[config.mk]
export PLATFORM = sky130hd
export DESIGN_NAME = sbc_top
export DESIGN_NICKNAME = d
export VERILOG_FILES = /design/src/sbc_pkg.sv /design/src/sbc_bank.sv /design/src/sbc_top.sv
export SDC_FILE = /design/constraint.sdc
export NUM_CORES = 1
export LEC_CHECK = 0
export ABC_AREA = 1
export BUFFER_PORTS_ARGS = -buffer_cell sky130_fd_sc_hd__buf_2
export CAP_MARGIN = 25
export CORE_AREA = 2 2 124 126
export DETAILED_ROUTE_END_ITERATION = 6
export DIE_AREA = 0 0 126 128
export PLACE_DENSITY = 0.71
export SLEW_MARGIN = 20
export SYNTH_ARGS = -nofsm -noshare
export SYNTH_HDL_FRONTEND = slang
export SYNTH_SLANG_ARGS = --single-unit
[constraint.sdc]
create_clock -name mclk -period 5 [get_ports mclk]
set_input_delay 0.75 -clock mclk [delete_from_list [all_inputs] [get_ports mclk]]
set_output_delay 0.75 -clock mclk [all_outputs]
set_load 0.1 [all_outputs]
[src/sbc_pkg.sv]
// Purpose: shared constants and types of the bank command block
// Assumes: one 25 MHz clock, four banks
// Notes: times are in ns, cycle counts derived by rounding up
package sbc_pkg;
   localparam int CLK_NS = 40;
   localparam int T_RCD_NS = 20;
   localparam int T_RP_NS = 20;
   localparam int T_RFC_NS = 80;
   localparam int T_MRD_NS = 80;
   localparam int T_XSR_NS = 120;
   localparam int T_WR_NS = 15;
   localparam int T_RCD_C = (T_RCD_NS + CLK_NS - 1) / CLK_NS;
   localparam int T_RP_C = (T_RP_NS + CLK_NS - 1) / CLK_NS;
   localparam int T_RFC_C = (T_RFC_NS + CLK_NS - 1) / CLK_NS;
   localparam int T_MRD_C = (T_MRD_NS + CLK_NS - 1) / CLK_NS;
   localparam int T_XSR_C = (T_XSR_NS + CLK_NS - 1) / CLK_NS;
   localparam int T_WR_C = (T_WR_NS + CLK_NS - 1) / CLK_NS;
   localparam int CAS_LAT = 3;
   localparam int BURST_LEN = 4;
   localparam int SREF_INT_C = 64;
   localparam int NUM_BANKS = 4;
   localparam int BA_W = 2;
   localparam int ROW_W = 13;
   localparam int ADDR_W = 13;
   localparam int AP_BIT = 10;
   localparam int TMR_W = 8;

   typedef logic [TMR_W-1:0] sbc_tmr_t;
   typedef logic [BA_W-1:0] sbc_ba_t;
   typedef logic [ROW_W-1:0] sbc_row_t;
   localparam sbc_tmr_t TMR_ZERO = 8'h00;
   localparam sbc_tmr_t TMR_ONE = 8'h01;
   localparam sbc_row_t ROW_ZERO = 13'h0000;
   localparam sbc_row_t ROW_ONE = 13'h0001;

   // Pin patterns as {cs_n, ras_n, cas_n, we_n}
   localparam logic [3:0] ENC_NOP = 4'h7;
   localparam logic [3:0] ENC_ACT = 4'h3;
   localparam logic [3:0] ENC_READ = 4'h5;
   localparam logic [3:0] ENC_WRITE = 4'h4;
   localparam logic [3:0] ENC_BST = 4'h6;
   localparam logic [3:0] ENC_PRE = 4'h2;
   localparam logic [3:0] ENC_REF = 4'h1;
   localparam logic [3:0] ENC_MRL = 4'h0;

   typedef enum logic [3:0] {
      CMD_INHIBIT, CMD_NOP, CMD_ACT, CMD_READ, CMD_WRITE,
      CMD_BST, CMD_PRE, CMD_REF, CMD_MODE_REGISTER_LOAD
   } sbc_cmd_t;

   typedef enum logic [2:0] {
      BK_IDLE, BK_ACTIVATING, BK_ACTIVE, BK_READ, BK_WRITE,
      BK_READ_AP, BK_WRITE_AP, BK_PRECHARGING
   } sbc_bank_st_t;

   typedef enum logic [2:0] {
      MD_NORMAL, MD_REFRESHING, MD_MODE_ACCESS, MD_PRE_ALL,
      MD_SELF_REF, MD_XSR_WAIT, MD_DEEP_POWER_DOWN
   } sbc_mode_t;

   typedef struct packed {
      logic cs_n;
      logic ras_n;
      logic cas_n;
      logic we_n;
      sbc_ba_t ba;
      logic [ADDR_W-1:0] addr;
   } sbc_pins_t;

   typedef struct packed {
      sbc_cmd_t cmd;
      logic hit;
      logic ap;
      logic pre_all;
      logic intr;
      logic bst;
   } sbc_bank_ctl_t;
endpackage

[src/sbc_bank.sv]
// Purpose: state register and timer of one bank
// Assumes: commands arrive decoded and gated by the device mode
// Notes: one instance per bank
`timescale 1ns/1ps
module sbc_bank
   import sbc_pkg::*;
#(
   parameter int RCD_C = T_RCD_C,
   parameter int RP_C = T_RP_C,
   parameter int WR_C = T_WR_C,
   parameter int BL_C = BURST_LEN
) (
   input wire logic mclk,
   input wire logic rst,
   input wire logic ce,
   input wire sbc_bank_ctl_t ctl,
   output sbc_bank_st_t state,
   output logic illegal
);
   localparam sbc_tmr_t LD_RCD = sbc_tmr_t'(RCD_C - 1);
   localparam sbc_tmr_t LD_RP = sbc_tmr_t'(RP_C - 1);
   localparam sbc_tmr_t LD_WRP = sbc_tmr_t'(WR_C + RP_C - 1);
   localparam sbc_tmr_t LD_BL = sbc_tmr_t'(BL_C - 1);

   sbc_bank_st_t state_reg, state_next;
   sbc_tmr_t tmr_reg, tmr_next;
   logic done, own_act, own_rd, own_wr, own_pre, own_exec;

   assign done = (tmr_reg == TMR_ZERO);
   assign own_act = ctl.hit && (ctl.cmd == CMD_ACT);
   assign own_rd = ctl.hit && (ctl.cmd == CMD_READ);
   assign own_wr = ctl.hit && (ctl.cmd == CMD_WRITE);
   assign own_pre = ctl.hit && (ctl.cmd == CMD_PRE);
   assign own_exec = own_act || own_rd || own_wr || own_pre;
   assign state = state_reg;

   ////////////////////////////////////////////////////////////////////////
   // Next state
   always_comb begin
      state_next = state_reg;
      tmr_next = done ? tmr_reg : sbc_tmr_t'(tmr_reg - TMR_ONE);
      illegal = 1'b0;
      case (state_reg)
         BK_IDLE: begin
            illegal = own_rd || own_wr; // [RL27] [RL10]
            if (own_act) begin
               state_next = BK_ACTIVATING; // [RL9] [RL15]
               tmr_next = LD_RCD;
            end
         end
         BK_ACTIVATING: begin
            illegal = own_exec; // [RL27]
            if (done) state_next = BK_ACTIVE; // [RL15]
         end
         BK_ACTIVE, BK_READ, BK_WRITE: begin
            illegal = own_act; // [RL27]
            if (own_rd || own_wr) begin
               state_next = own_rd ? (ctl.ap ? BK_READ_AP : BK_READ)
                                   : (ctl.ap ? BK_WRITE_AP : BK_WRITE); // [RL12] [RL13]
               tmr_next = LD_BL;
            end else if (own_pre) begin
               state_next = BK_PRECHARGING; // [RL13]
               tmr_next = LD_RP;
            end else if (state_reg != BK_ACTIVE && (ctl.bst || done)) begin
               state_next = BK_ACTIVE; // [RL1]
            end
         end
         BK_READ_AP, BK_WRITE_AP: begin
            illegal = own_exec; // [RL27]
            if (ctl.intr || done) begin
               state_next = BK_PRECHARGING; // [RL16] [RL23]
               tmr_next = (state_reg == BK_WRITE_AP) ? LD_WRP : LD_RP;
            end
         end
         BK_PRECHARGING: begin
            illegal = own_exec; // [RL27]
            if (done) state_next = BK_IDLE; // [RL14]
         end
         default: state_next = BK_IDLE;
      endcase
      if (ctl.pre_all && state_reg != BK_IDLE) begin
         state_next = BK_PRECHARGING;
         tmr_next = LD_RP;
      end
   end

   always_ff @(posedge mclk) begin
      if (rst) begin
         state_reg <= BK_IDLE;
         tmr_reg <= TMR_ZERO;
      end else if (ce) begin
         state_reg <= state_next;
         tmr_reg <= tmr_next;
      end
   end
endmodule

[src/sbc_top.sv]
// Purpose: command decoder and device mode machine of a four-bank SDRAM
// Assumes: controller drives pins on the same mclk edge
// Notes: data path and mode register contents are outside this block
// Summary of operation
// (RL1) Burst terminate cuts the latest registered READ or WRITE burst.
// (RL2) Auto refresh takes its row from the internal counter, ignoring address.
// (RL3) Refresh pattern with CKE low enters self refresh; CKE stays low.
// (RL4) Self refresh keeps contents and bank states without external clock.
// (RL5) Controller enters deep power-down with banks idle and terminate pattern.
// (RL6) Raising CKE leaves deep power-down.
// (RL7) Terminate pattern is burst terminate with CKE high, deep power-down low.
// (RL8) Inhibit and no-operation leave ongoing operations running.
// (RL9) Idle bank accepts activate, refresh, mode register load and precharge.
// (RL10) Precharge to an idle bank acts as no-operation.
// (RL11) Controller issues refresh and mode load only with all banks idle.
// (RL12) Row-active bank accepts READ, WRITE or precharge.
// (RL13) Bursting bank takes new burst, truncating precharge, or burst terminate.
// (RL14) Precharging lasts tRP then idle; controller leaves that bank alone.
// (RL15) Activate holds row-activating state for tRCD, then row active.
// (RL16) Auto precharge burst keeps bank busy until tRP after, then idle.
// (RL17) Controller sends only NOP or inhibit during device-wide busy states.
// (RL18) Auto refresh keeps device busy for tRFC, then all banks idle.
// (RL19) Mode load busy for tMRD, precharge-all busy for tRP.
// (RL20) Command tables act only with CKE high twice and tXSR met.
// (RL21) Commands to another bank follow that bank's own state.
// (RL22) Controller precharges several banks only from legal states.
// (RL23) Auto precharge bank precharges when another bank's burst interrupts it.
// (RL24) Interrupting READ owns the data bus one CAS latency later.
// (RL25) Read interrupting a write makes the previous clock's data final.
// (RL26) Per-bank state register and counters with cycle-count parameters.
// (RL27) Illegal commands are flagged and ignored without changing state.
`timescale 1ns/1ps
module sbc_top
   import sbc_pkg::*;
#(
   parameter int N_BANKS = NUM_BANKS,
   parameter int CL = CAS_LAT,
   parameter int RCD_C = T_RCD_C,
   parameter int RP_C = T_RP_C,
   parameter int RFC_C = T_RFC_C,
   parameter int MRD_C = T_MRD_C,
   parameter int XSR_C = T_XSR_C,
   parameter int WR_C = T_WR_C,
   parameter int BL_C = BURST_LEN,
   parameter int SREF_C = SREF_INT_C
) (
   input wire logic mclk,
   input wire logic rst,
   input wire logic ce,
   input wire logic cke,
   input wire sbc_pins_t pins,
   output sbc_bank_st_t [N_BANKS-1:0] bank_state,
   output sbc_mode_t dev_mode,
   output sbc_row_t refresh_row,
   output logic burst_stop,
   output sbc_ba_t burst_stop_bank,
   output logic rd_owner_valid,
   output sbc_ba_t rd_owner_bank,
   output logic wr_cut,
   output logic cmd_illegal
);
   localparam sbc_tmr_t LD_RP = sbc_tmr_t'(RP_C - 1);
   localparam sbc_tmr_t LD_RFC = sbc_tmr_t'(RFC_C - 1);
   localparam sbc_tmr_t LD_MRD = sbc_tmr_t'(MRD_C - 1);
   localparam sbc_tmr_t LD_XSR = sbc_tmr_t'(XSR_C - 1);
   localparam sbc_tmr_t LD_SREF = sbc_tmr_t'(SREF_C - 1);

   ////////////////////////////////////////////////////////////////////////
   // Command decode
   logic [3:0] enc;
   sbc_cmd_t cmd;
   logic cke_prev_reg;
   sbc_mode_t mode_reg, mode_next;
   sbc_tmr_t tmr_reg, tmr_next;
   sbc_tmr_t sref_cnt_reg, sref_cnt_next;
   logic tmr_done, sref_tick, table_en, pd_edge, exec_cmd, all_idle;
   logic pre_all, rw_cmd, rw_take, rd_take, bst_ok, bst_take;
   logic ref_take, mode_register_load_take, sref_take, deep_power_down_take;
   logic bad_cmd, busy_mode, wr_other, rw_ok;
   logic [N_BANKS-1:0] idle_vec, wr_vec, bank_bad;
   sbc_bank_ctl_t ctl [N_BANKS];
   logic lb_valid_reg;
   sbc_ba_t lb_bank_reg;
   sbc_row_t row_reg, row_next;
   logic [CL-1:0] rdp_vld_reg;
   sbc_ba_t rdp_bank_reg [CL];
   logic bst_reg, wr_cut_reg, illegal_reg;
   sbc_ba_t bst_bank_reg;

   assign enc = {pins.cs_n, pins.ras_n, pins.cas_n, pins.we_n};
   assign cmd = pins.cs_n ? CMD_INHIBIT : // [RL8]
                (enc == ENC_NOP) ? CMD_NOP :
                (enc == ENC_ACT) ? CMD_ACT :
                (enc == ENC_READ) ? CMD_READ :
                (enc == ENC_WRITE) ? CMD_WRITE :
                (enc == ENC_BST) ? CMD_BST :
                (enc == ENC_PRE) ? CMD_PRE :
                (enc == ENC_REF) ? CMD_REF : CMD_MODE_REGISTER_LOAD; // [RL9]
   assign exec_cmd = (cmd != CMD_INHIBIT) && (cmd != CMD_NOP);

   // Tables only with CKE high on both edges and no busy or exit wait
   assign table_en = ce && cke && cke_prev_reg && (mode_reg == MD_NORMAL); // [RL20]
   assign pd_edge = ce && cke_prev_reg && !cke && (mode_reg == MD_NORMAL);
   assign all_idle = &idle_vec;
   assign busy_mode = (mode_reg != MD_NORMAL) && (mode_reg != MD_SELF_REF)
                      && (mode_reg != MD_DEEP_POWER_DOWN);

   assign ref_take = table_en && (cmd == CMD_REF) && all_idle; // [RL9]
   assign mode_register_load_take = table_en && (cmd == CMD_MODE_REGISTER_LOAD)
                                    && all_idle; // [RL9]
   assign sref_take = pd_edge && (cmd == CMD_REF) && all_idle; // [RL3]
   assign deep_power_down_take = pd_edge && (cmd == CMD_BST) && all_idle; // [RL7]
   assign pre_all = table_en && (cmd == CMD_PRE) && pins.addr[AP_BIT]; // [RL19]
   assign rw_cmd = table_en && ((cmd == CMD_READ) || (cmd == CMD_WRITE));
   // Target bank can take a burst, so the burst really interrupts others
   assign rw_ok = (bank_state[pins.ba] == BK_ACTIVE) || (bank_state[pins.ba] == BK_READ)
                  || (bank_state[pins.ba] == BK_WRITE); // [RL12] [RL21]
   assign rw_take = rw_cmd && !(|bank_bad);
   assign rd_take = rw_take && (cmd == CMD_READ);
   assign bst_ok = lb_valid_reg && ((bank_state[lb_bank_reg] == BK_READ)
                   || (bank_state[lb_bank_reg] == BK_WRITE));
   assign bst_take = table_en && (cmd == CMD_BST) && bst_ok; // [RL1] [RL7]
   assign wr_other = rd_take && |wr_vec;

   assign bad_cmd = (table_en && (|bank_bad)) || // [RL27]
                    (table_en && !all_idle && ((cmd == CMD_REF)
                       || (cmd == CMD_MODE_REGISTER_LOAD))) ||
                    (table_en && (cmd == CMD_BST) && !bst_ok) ||
                    (ce && cke && cke_prev_reg && busy_mode && exec_cmd);

   ////////////////////////////////////////////////////////////////////////
   // Banks
   for (genvar i = 0; i < N_BANKS; i++) begin : g_bank // [RL26]
      assign idle_vec[i] = (bank_state[i] == BK_IDLE);
      assign wr_vec[i] = ((bank_state[i] == BK_WRITE) || (bank_state[i] == BK_WRITE_AP))
                         && (pins.ba != sbc_ba_t'(i)); // [RL25]
      assign ctl[i] = '{
         cmd: cmd,
         hit: table_en && (pins.ba == sbc_ba_t'(i)) && !pre_all, // [RL21]
         ap: pins.addr[AP_BIT],
         pre_all: pre_all,
         intr: rw_cmd && rw_ok && (pins.ba != sbc_ba_t'(i)), // [RL23] [RL27]
         bst: bst_take && (lb_bank_reg == sbc_ba_t'(i)) // [RL1]
      };
      sbc_bank #(
         .RCD_C(RCD_C),
         .RP_C(RP_C),
         .WR_C(WR_C),
         .BL_C(BL_C)
      ) u_bank (
         .mclk(mclk),
         .rst(rst),
         .ce(ce),
         .ctl(ctl[i]),
         .state(bank_state[i]),
         .illegal(bank_bad[i])
      );
   end

   ////////////////////////////////////////////////////////////////////////
   // Device mode machine
   assign tmr_done = (tmr_reg == TMR_ZERO);
   assign sref_tick = (mode_reg == MD_SELF_REF) && (sref_cnt_reg == TMR_ZERO);

   always_comb begin
      mode_next = mode_reg;
      tmr_next = tmr_done ? tmr_reg : sbc_tmr_t'(tmr_reg - TMR_ONE);
      case (mode_reg)
         MD_NORMAL: begin
            if (sref_take) begin
               mode_next = MD_SELF_REF; // [RL3]
            end else if (deep_power_down_take) begin
               mode_next = MD_DEEP_POWER_DOWN; // [RL7]
            end else if (ref_take) begin
               mode_next = MD_REFRESHING; // [RL18]
               tmr_next = LD_RFC;
            end else if (mode_register_load_take) begin
               mode_next = MD_MODE_ACCESS; // [RL19]
               tmr_next = LD_MRD;
            end else if (pre_all) begin
               mode_next = MD_PRE_ALL; // [RL19]
               tmr_next = LD_RP;
            end
         end
         MD_REFRESHING, MD_MODE_ACCESS, MD_PRE_ALL, MD_XSR_WAIT: begin
            if (tmr_done) mode_next = MD_NORMAL; // [RL18] [RL19] [RL20]
         end
         MD_SELF_REF: begin
            if (cke) begin
               mode_next = MD_XSR_WAIT; // [RL20]
               tmr_next = LD_XSR;
            end
         end
         MD_DEEP_POWER_DOWN: begin
            if (cke) mode_next = MD_NORMAL; // [RL6]
         end
         default: mode_next = MD_NORMAL;
      endcase
   end

   // Internal refresh timer keeps the array alive in self refresh
   assign sref_cnt_next = (mode_reg != MD_SELF_REF) ? LD_SREF :
                          sref_tick ? LD_SREF : sbc_tmr_t'(sref_cnt_reg - TMR_ONE); // [RL4]
   assign row_next = (ref_take || sref_tick) ? sbc_row_t'(row_reg + ROW_ONE) : row_reg; // [RL2]

   always_ff @(posedge mclk) begin
      if (rst) begin
         mode_reg <= MD_NORMAL;
         tmr_reg <= TMR_ZERO;
         sref_cnt_reg <= TMR_ZERO;
         row_reg <= ROW_ZERO;
         cke_prev_reg <= 1'b0;
      end else if (ce) begin
         mode_reg <= mode_next;
         tmr_reg <= tmr_next;
         sref_cnt_reg <= sref_cnt_next;
         row_reg <= row_next;
         cke_prev_reg <= cke;
      end
   end

   ////////////////////////////////////////////////////////////////////////
   // Burst tracking and data bus hand-over
   always_ff @(posedge mclk) begin
      if (rst) begin
         lb_valid_reg <= 1'b0;
         lb_bank_reg <= '0;
      end else if (ce && rw_take) begin
         lb_valid_reg <= 1'b1; // [RL1]
         lb_bank_reg <= pins.ba;
      end
   end

   always_ff @(posedge mclk) begin
      if (rst) begin
         rdp_vld_reg <= '0;
      end else if (ce) begin
         rdp_vld_reg <= {rdp_vld_reg[CL-2:0], rd_take}; // [RL24]
      end
   end

   always_ff @(posedge mclk) begin
      if (ce) begin
         rdp_bank_reg[0] <= pins.ba;
         for (int k = 1; k < CL; k++) begin
            rdp_bank_reg[k] <= rdp_bank_reg[k-1];
         end
      end
   end

   always_ff @(posedge mclk) begin
      if (rst) begin
         bst_reg <= 1'b0;
         bst_bank_reg <= '0;
         wr_cut_reg <= 1'b0;
         illegal_reg <= 1'b0;
      end else if (ce) begin
         bst_reg <= bst_take;
         bst_bank_reg <= lb_bank_reg;
         wr_cut_reg <= wr_other; // [RL25]
         illegal_reg <= bad_cmd; // [RL27]
      end
   end

   assign dev_mode = mode_reg;
   assign refresh_row = row_reg;
   assign burst_stop = bst_reg;
   assign burst_stop_bank = bst_bank_reg;
   assign rd_owner_valid = rdp_vld_reg[CL-1];
   assign rd_owner_bank = rdp_bank_reg[CL-1];
   assign wr_cut = wr_cut_reg;
   assign cmd_illegal = illegal_reg;
endmodule

# ---- Word-level counts from Yosys, hierarchy flattened
# Memories as Yosys holds them, arrays and structs flattened.
# Cells that the tools add are included.
# Widths: inputs -> output; s select.
dict set report word_totals {
  reg_bits 88
  latchBits 0
  ram_bits 6
  rom_bits 0
  in_bits 23
  output_inout_bits 36
  wordCells 397
  mem_count 1
}
dict set report op_classes {
  addsub 7
  n_mul 0
  n_div 0
  order_cmp 2
  n_eq_ne 93
  shift 0
  mux 111
  n_bitwise 0
  reduce_logical 163
}
# memory words word_bits rd rd_ports_with_merged_regs wr line
set memory_table {}
lappend memory_table {rdp_bank_reg 3 2 3 0 3 sbc_top.sv:86} ;# sbc_ba_t rdp_bank_reg [CL];
# cell n
set op_table {}
lappend op_table {{$mux 8} 33}
lappend op_table {{$mux 3} 47}
lappend op_table {{$pmux 8 s3} 4}
lappend op_table {{$logic_and 1x1->1} 79}
lappend op_table {{$eq 3x3->1 const B} 21}
lappend op_table {{$pmux 3 s5} 4}
lappend op_table {{$logic_not 8->1} 6}
lappend op_table {{$ne 3x1->1 const B} 16}
lappend op_table {{$sub 8x1->8 const B} 6}
lappend op_table {{$eq 3x2->1 const B} 13}
lappend op_table {{$logic_or 1x1->1} 37}
lappend op_table {{$eq 4x3->1 const B} 8}
lappend op_table {{$mux 4} 8}
lappend op_table {{$reduce_or 4->1} 7}
lappend op_table {{$reduce_and 6->1} 4}
lappend op_table {{$ne 5x1->1 const B} 4}
lappend op_table {{$eq 4x2->1 const B} 4}
lappend op_table {{$pmux 8 s2} 1}
lappend op_table {{$eq 3x1->1 const B} 5}
lappend op_table {{$logic_not 3->1} 5}
lappend op_table {{$reduce_bool 3->1} 5}
lappend op_table {{$add 13x1->13 const B} 1}
lappend op_table {{$bmux 3 s2} 2}
lappend op_table {{$ne 3x2->1 const B} 4}
lappend op_table {{other kinds (23)} 52}

# ---- Longest topological paths before layout
# Gate-level depths: netlist of run 1.
dict set report logic_depth {
  depth_word 24
  depth_mapped 18
  mapped_depth_nobuf 17
}

# ---- Hierarchy
# From an unflattened synthesis of run 1, not the netlist that was laid out.
dict set report unflattened {
  cells_unflattened 1138
  area_unflattened_um2 6976.7
}
# module n_inst cells_each area_each_um2 seq_area_each_um2
set by_module_without_submodules {}
lappend by_module_without_submodules {sbc_bank 4 171 998.5 220.2}
lappend by_module_without_submodules {sbc_top 1 454 2982.9 1061.0}

# ---- Worst setup path before layout of run 1
# Ideal clock, no wire load.
dict set report synth_path {
  kind {register to register}
  startpoint {register g_bank[0].u_bank.state_reg[2]}
  endpoint {register g_bank[2].u_bank.state_reg[0]}
  setup_ns 0.120
  arrival_time_ns 2.398
  t_required_ns 4.880
  slack_ns 2.483
  path_stages_with_launch 16
  n_path_buf 0
  synth_period_minus_slack_ns 2.517
  cell_sequence {dfxtp_1 > inv_1 > nand2_1 > nand2_1 > nor2_1 > nand2_1 > nand2_2 > nand2_2 > inv_2 > nand2_2 > a21oi_2 > nand2_1 > nand2_2 > nand3_1 > nand2_1 > nor2_1}
}
dict set report synth_between {
  elab_chain_cells 11
  word_cells_on_any_way 23
  cone_classes {7 x eq/ne; 4 x mux; 12 x reduce/logical}
}
# element line
set synth_rtl {}
lappend synth_rtl {{start, declared} sbc_bank.sv:25} ;# sbc_bank_st_t state_reg, state_next;
lappend synth_rtl {{start signal, assigned} sbc_bank.sv:92} ;# state_reg <= state_next;
lappend synth_rtl {{$bmux 3 s2} {sbc_top.sv:120, sbc_top.sv:121}}
lappend synth_rtl {{$mux 3 (implied by the code)} {sbc_top.sv:120, sbc_top.sv:121}}
lappend synth_rtl {{$eq 3x2->1 / $eq 3x3->1 (equally long branches)} {sbc_top.sv:120, sbc_top.sv:121}}
lappend synth_rtl {{$logic_or 1x1->1} sbc_top.sv:121} ;# || (bank_state[lb_bank_reg] == BK_WRITE));
lappend synth_rtl {{$logic_and 1x1->1} sbc_top.sv:120} ;# assign bst_ok = lb_valid_reg && ((bank_state[lb_bank_reg] == BK_READ)
lappend synth_rtl {{$logic_and 1x1->1} sbc_top.sv:122} ;# assign bst_take = table_en && (cmd == CMD_BST) && bst_ok;
lappend synth_rtl {{$logic_and 1x1->1} sbc_top.sv:143} ;# bst: bst_take && (lb_bank_reg == sbc_ba_t'(i))
lappend synth_rtl {{$logic_or 1x1->1} sbc_bank.sv:64} ;# end else if (state_reg != BK_ACTIVE && (ctl.bst || done)) begin
lappend synth_rtl {{$logic_and 1x1->1} sbc_bank.sv:64}
lappend synth_rtl {{$ne 5x1->1 (no line)} n/a}
lappend synth_rtl {{$reduce_and 6->1 (no line) (*)} n/a}
lappend synth_rtl {{end signal, assigned} sbc_bank.sv:92}
lappend synth_rtl {{end, declared} sbc_bank.sv:25}
# Every way passes the cells marked *; elsewhere a longest branch is shown, timed or not. The select of a mux whose other input is x is not followed.
# A chain may end at the register's enable or synchronous reset.

# ---- Worst setup path after layout of run 1
dict set report layout_path {
  startpoint {input port ce}
  endpoint {register g_bank[3].u_bank.tmr_reg[6]}
}
dict set report layout_between {
  elab_chain_cells 12
  word_cells_on_any_way 24
  cone_classes {6 x mux; 18 x reduce/logical}
}
# element line
set layout_rtl {}
lappend layout_rtl {{start, declared} sbc_top.sv:49} ;# input wire logic ce,
lappend layout_rtl {{$logic_and 1x1->1 (3 in series)} sbc_top.sv:102} ;# assign table_en = ce && cke && cke_prev_reg && (mode_reg == MD_NORMAL);
lappend layout_rtl {{$logic_and 1x1->1 (2 in series)} sbc_top.sv:113} ;# assign pre_all = table_en && (cmd == CMD_PRE) && pins.addr[AP_BIT];
lappend layout_rtl {{$logic_not 1->1} sbc_top.sv:139} ;# hit: table_en && (pins.ba == sbc_ba_t'(i)) && !pre_all,
lappend layout_rtl {{$logic_and 1x1->1} sbc_top.sv:139}
lappend layout_rtl {{$logic_and 1x1->1 (on tied branches)} {sbc_bank.sv:33, sbc_bank.sv:31, sbc_bank.sv:32}}
lappend layout_rtl {{$mux 8 / $logic_or 1x1->1 (equally long branches)} {sbc_bank.sv:61, sbc_bank.sv:57}}
lappend layout_rtl {{$mux 8} sbc_bank.sv:57} ;# if (own_rd || own_wr) begin
lappend layout_rtl {{$pmux 8 s3} sbc_bank.sv:43} ;# case (state_reg)
lappend layout_rtl {{$mux 8} sbc_bank.sv:81} ;# if (ctl.pre_all && state_reg != BK_IDLE) begin
lappend layout_rtl {{end signal, assigned} sbc_bank.sv:93} ;# tmr_reg <= tmr_next;
lappend layout_rtl {{end, declared} sbc_bank.sv:26} ;# sbc_tmr_t tmr_reg, tmr_next;
# Parallel ways exist; a longest one is shown, timed or not.

==> results of run 1 <==
==> layout make-up <==
cell class | count | area [µm²]
clock buffers | 11 | 253
clock inverters | 5 | 62.6
fillers | 1546 | 7510
inverters | 142 | 533
multi-input cells | 811 | 4080
flip-flops and latches | 94 | 1940
well taps | 188 | 235
repair buffers | 49 | 253
==> cells by family (layout without fill, tap and decap cells) <==
group | after synthesis | after routing | share of synthesized area
adders and majority gates | 16 | 16 | 0.0298
and+or+nand+nor | 585 | 585 | 0.392
muxes | 1 | 1 | 0.00149
DFF | 94 | 94 | 0.289
xor gates and xnor gates | 29 | 29 | 0.0378
buffers and inverters | 172 | 207 | 0.104
AOI/OAI and AO/OA | 180 | 180 | 0.146
==> power by group <==
group,leakage (µW),total (µW),switching [µW],internal [µW]
Sequential,0.000777,1150,222,931
Combinational,0.00242,2670,1790,877
Clock,0.000157,733,314,420
Total,0.00335,4550,2330,2230
==> worst max-delay path by stage <==
stage | to | depth (start not counted)
after floorplan | g_bank[2].u_bank.state[0] | 15
after global placement | g_bank[3].u_bank.tmr_reg[6] | 13
after detailed placement | g_bank[3].u_bank.tmr_reg[5] | 13
after CTS | g_bank[3].u_bank.tmr_reg[6] | 13
after global routing | g_bank[3].u_bank.tmr_reg[4] | 13
final | g_bank[3].u_bank.tmr_reg[6] | 13
==> stage by stage <==
step | utilization | cells
floorplan | - | 1077
global placement | 0.473 | 1284
detailed placement | 0.473 | 1284
CTS | 0.495 | 1300
global route | 0.495 | 1300
finish | 0.495 | 1300
==> synthesized netlist by cell type (8+ instances only) <==
master | number | area share
a21oi_1 | 101 | 0.075
clkbuf_1 | 17 | 0.0095
dfxtp_1 | 88 | 0.26
ha_1 | 16 | 0.030
inv_1 | 134 | 0.075
nand2_1 | 301 | 0.17
nand2_2 | 15 | 0.014
nand3_1 | 68 | 0.051
nand4_1 | 19 | 0.018
nor2_1 | 116 | 0.065
nor2_4 | 12 | 0.020
nor3_1 | 23 | 0.017
o21ai_0 | 50 | 0.037
xnor2_1 | 8 | 0.010
xor2_1 | 21 | 0.027
==> routing by layer <==
metal | vias to the layer above | track usage
met3 | 23 | 0.0472
met2 | 161 | 0.365
li1 | 3536 | -
met1 | 3036 | 0.272
met5 | - | 0
met4 | 0 | 0.0685
==> layout by cell type, fill, tap and decap left out, types with 3 or more instances in the layout <==
master,n
nand2_1,301
o21ai_0,50
dfxtp_1,88
a21oi_1,101
buf_4,3
nand3_2,4
inv_1,133
ha_1,16
nor2_4,12
nor4_1,5
xor2_1,21
clkbuf_16,9
nor2_2,6
nor2_1,116
inv_2,8
buf_2,46
o211ai_1,7
nand3_1,68
nand4_1,19
nand2_2,15
xnor2_1,8
a31oi_1,5
edfxtp_1,6
nor3_1,23
a21oi_2,4
==> flow_summary.toml, run 1 <==
[place]
gp_congestion = 0.907
pre_cts_ws_ns = 1.83
place_hpwl_mm = 12.1
detailed_place.area_um2 = 7040
io_buffers = 46

[global_route]
grt_pass1_wl_mm = 28.8
grt_max_degree = 61
grt_pass1_vias = 6182
grt_usage = 0.215
antenna_found_initial = 0
overflow = 0

[timing]
tns_ns = 0
hold_slack_ns = 0.421
final_max_slew_viol_count = 0
clock_skew_ns = 0.00886
worstMarginPinSlew_ns = 0.897
max_slew_margin = 0.398
finalCritPeriodShare = 0.560
hold_viol = 0
setup_viol = 0
rsz0062_at_grt = "false"
finalWorstSetupSlack_ns = 2.20
fmax_mhz = 357
period_needed_ns = 2.80

[floorplanning]
pin_count = 59
fp-row-count = 45
die_w_um = 126
initial_core_util = 0.452
dieArea_um2 = 16100
die_y_um = 128
coreArea_um2 = 14900

[min_path]
hold_depth = 0
holdCritPathClass = "flop to flop"
min_from = "rdp_bank_reg[0][0]"
holdPathEnd = "rdp_bank_reg[0][2]"

[critical_path]
reg2reg_depth = 15
startpoint_type = "primary input"
cp_slowest_stage_delay_ns = 0.57
worstSetupStartpoint = "ce"
cp.required_ns = 5.22
path_delay_family = "simple AND/OR/NAND/NOR gates"
r2r_start = "lb_bank_reg[0]"
cp-end-kind = "flop"
critPathMaxFanout = 28
crit_buf_inv = 5
arrival_ns = 3.02
worstPathCellList = "buf_2 > buf_4 > nand3_1 > nor2_4 > inv_1 > nor2_2 > nand2_1 > nand2_1 > inv_1 > o21ai_0 > inv_1 > nand2_1 > a21oi_1"
cp_slowest_cell = "nor2_2"
timing.rr.end = "g_bank[0].u_bank.state[2]"
crit_type = "primary input to flop"
rrSetupSlack_ns = 2.56

[finish]
largest_reg_flops = 32
fin_nets = 1146
syn_to_final_growth_pct = 9.52
drive_gt1_frac = 0.112
fin_area_um2 = 7350
num_antenna_cells = 0

[pwr]
power_density_nw_per_um2 = 619
p_total_uw = 4550
vdd_drop_max_mv = 0.245
p_leak_uw = 0.00335

[run]
maxCapViolCount = 0

[route]
wl_met1_mm = 7.77
via_per_inst = 5.20
drc = 0
met3_length_um = 921
num_vias = 6756
drt-total-wl_mm = 16.7
route.met2.wl_mm = 7.76
top_layer = "met4"
initialDrtViolationCount = 491
postRouteAntennaNets = 0
first_pass_iters = 5
wl_per_cell_um = 12.9

[clock_tree]
cts_resized = 0
cts_buffers = 9
cts_hold_buf = 0
root_buffer = "clkbuf_16"
tritoncts = "yes"
clock_latency_ns = 0.36
clk_path_buf_depth = 2
clock_sinks = 94
cts_setup_buffers = 0
clkSlewWorstSetupHoldPaths_ns = 0.07
h-tree-depth = 3

[synth]
ys.flop_type = "dfxtp_1"
syn_inst = 1077
syn_area_um2 = 6710
syn_area_per_cell_um2 = 6.23
yosysUniqueCellTypes = 48
syn_nets = 1116
ys_ff_latch = 94
synth_edf_count = 6
yosysWarnings = 0
ys_seq_area_frac = 0.289
postSynth.asyncResetShare = 0

[status]
status = "finished clean"
Power figures use the tool's default switching activity.
==> run 2: changes to the inputs <==
- ABC_AREA: 1 -> 0
- CORE_AREA: 2 2 124 126 -> 2 2 125 127
- DIE_AREA: 0 0 126 128 -> 0 0 127 129
- PLACE_DENSITY: 0.71 -> 0.73
- clock period: 5 -> 2.3 ns (I/O delays scaled with it)
==> flow_summary.toml, run 2 <==
[run]
maxCapViolCount = 0

[global_route]
overflow = 0
grt_pass1_wl_mm = 34.6
grt_max_degree = 61
antenna_found_initial = 0
grt_usage = 0.260
grt_pass1_vias = 6953

[place]
place_hpwl_mm = 15.5
gp_congestion = 0.970
pre_cts_ws_ns = -0.637
io_buffers = 46

[finish]
fill_cells = 1265
fin_nets = 1118
drive_gt1_frac = 0.359
largest_reg_flops = 32
syn_to_final_growth_pct = 38.4
mostFrequentLayoutCells = "buf_4 (179), nor2_1 (93), nand2_1 (74), dfxtp_1 (71), a21oi_1 (55)"
post-route-util = 0.628
num_antenna_cells = 0
final_common_cell = "buf_4"

[timing]
final_max_slew_viol_count = 0
hold_viol = 0
finalWorstSetupSlack_ns = -0.353
period_needed_ns = 2.65
setup_viol = 39
worstMarginPinSlew_ns = 0.679
finalCritPeriodShare = 1.15
rsz0062_at_grt = "true"
hold_slack_ns = 0.242
fmax_mhz = 377
max_slew_margin = 0.547
clock_skew_ns = 0.00613

[synth]
synth_top_area_cell = "dfxtp_1"
yosysMostFrequentCell = "nor2_1"
ys.flop_type = "dfxtp_1"
postSynth.asyncResetShare = 0
ys_seq_area_frac = 0.286
synth_area_leaders = "dfxtp_1 (26%), nor2_1 (5.1%), a21oi_1 (4.9%)"
syn_area_per_cell_um2 = 7.79
yosysWarnings = 0
syn_area_um2 = 6800
syn_inst = 873
synth_edf_count = 6
synth_top_area_frac = 0.259
ys_ff_latch = 94
yosysUniqueCellTypes = 85
syn_nets = 912
ys_top_cells_by_count = "nor2_1 (93), dfxtp_1 (88), nand2_1 (74), a21oi_1 (66), o21ai_0 (47)"

[route]
drc = 0
first_pass_iters = 5
initialDrtViolationCount = 812
postRouteAntennaNets = 0
via_per_inst = 6.03
num_vias = 7671
wl_per_cell_um = 17.4
drt-total-wl_mm = 22.1

[critical_path]
worstPathCellList = "mux4_2 > nor3b_4 > o211ai_2 > or4b_4 > a211o_4 > a211oi_2 > a2bb2oi_1"
crit_type = "flop to flop"
cp_slowest_cell = "or4b_4"
cp.required_ns = 2.58
crit_buf_inv = 0
path_delay_family = "compound AO/OA/AOI/OAI gates"
cp-end-kind = "flop"
critPathMaxFanout = 6
arrival_ns = 2.94
startpoint_type = "flop"
cp_slowest_stage_delay_ns = 0.56

[clock_tree]
h-tree-depth = 3
clock_latency_ns = 0.36
clk_path_buf_depth = 2
clock_sinks = 94
tritoncts = "yes"
clkSlewWorstSetupHoldPaths_ns = 0.07
cts_buffers = 9
root_buffer = "clkbuf_16"

[floorplanning]
initial_core_util = 0.454
coreArea_um2 = 15000
dieArea_um2 = 16400
die_w_um = 127
die_y_um = 129
fp-row-count = 45
pin_count = 59

[pwr]
power_density_nw_per_um2 = 787
p_leak_uw = 0.00377
vdd_drop_max_mv = 0.737

[min_path]
holdCritPathClass = "primary input to flop"

[status]
status = "finished, violations left"
violations = "setup timing"
## run 2: changes by cell type in the layout (fill, tap and decap cells not counted), moves of 26 or more
| cell | delta |
|---|---|
| a21oi_1 | -46 |
| buf_4 | +176 |
| buf_6 | +28 |
| inv_1 | -111 |
| nand2_1 | -227 |
| nand2b_1 | +26 |
| nand3_1 | -51 |
## run 2: repair_timing
item,in CTS,in global routing
hold buffers,0,0
cloned,1,1
setup endpoints to repair,50,59
buffers inserted,12,21
pin swaps,39,51
resized for setup,45,80
## run 2: logic make-up after synthesis
kind of cell,share of synthesized area
buf+inv,0.0654
mux,0.0331
fa+ha+maj,0.0324
compound gates,0.273
simple gates,0.278
xor+xnor,0.0322
flops,0.286
## run 2: path summary, 6_finish.rpt
kind	startpoint	slack, ns	cells after the start	to
hold / removal	pins[14]	0.24	1	rdp_bank_reg[0][1]
hold reg to reg	rdp_bank_reg[0][2]	0.42	0	rdp_bank_reg[0][4]
setup reg to reg	lb_bank_reg[0]	-0.35	7	g_bank[1].u_bank.state[2]
setup / recovery	lb_bank_reg[0]	-0.35	7	g_bank[1].u_bank.state[2]
## run 2: layout make-up
cell class                 count  area, µm²  share of cell area
clock buffer                  10        229              0.0243
clock inverter                 6       46.3             0.00492
inverter                      23       86.3             0.00918
multi-input combinational    693       4860               0.517
sequential                    94       1980               0.211
tap                          188        235              0.0250
timing repair buffer         258       1960               0.209
## run 2: per-stage QoR
step	instances	instance area (µm²)	power [µW]	TNS, ns
3_5_place_dp	1223	8380	5590	-18.83
5_1_grt	1272	9400	7960	-9.02
4_1_cts	1251	8910	7140	-4.57
6_report	1272	9400	7400	-5.72
2_1_floorplan	873	6960	4580	-5.35
3_3_place_gp	1222	8370	5510	-14.57
## run 2: routing by layer
layer | vias to the layer above | global-route usage | routed length, µm
li1 | 3685 | - | -
met3 | 45 | 0.0599 | 1650
met2 | 312 | 0.419 | 10400
met4 | 0 | 0.0924 | 548
met1 | 3629 | 0.343 | 9470
met5 | - | 0 | 0
## run 2: where the power goes
part           switching, µW  leakage, µW  internal [µW]
Clock                    681     0.000134            740
Combinational           1970      0.00285           1740
Sequential               292     0.000788           1980
Total                   2940      0.00377           4460
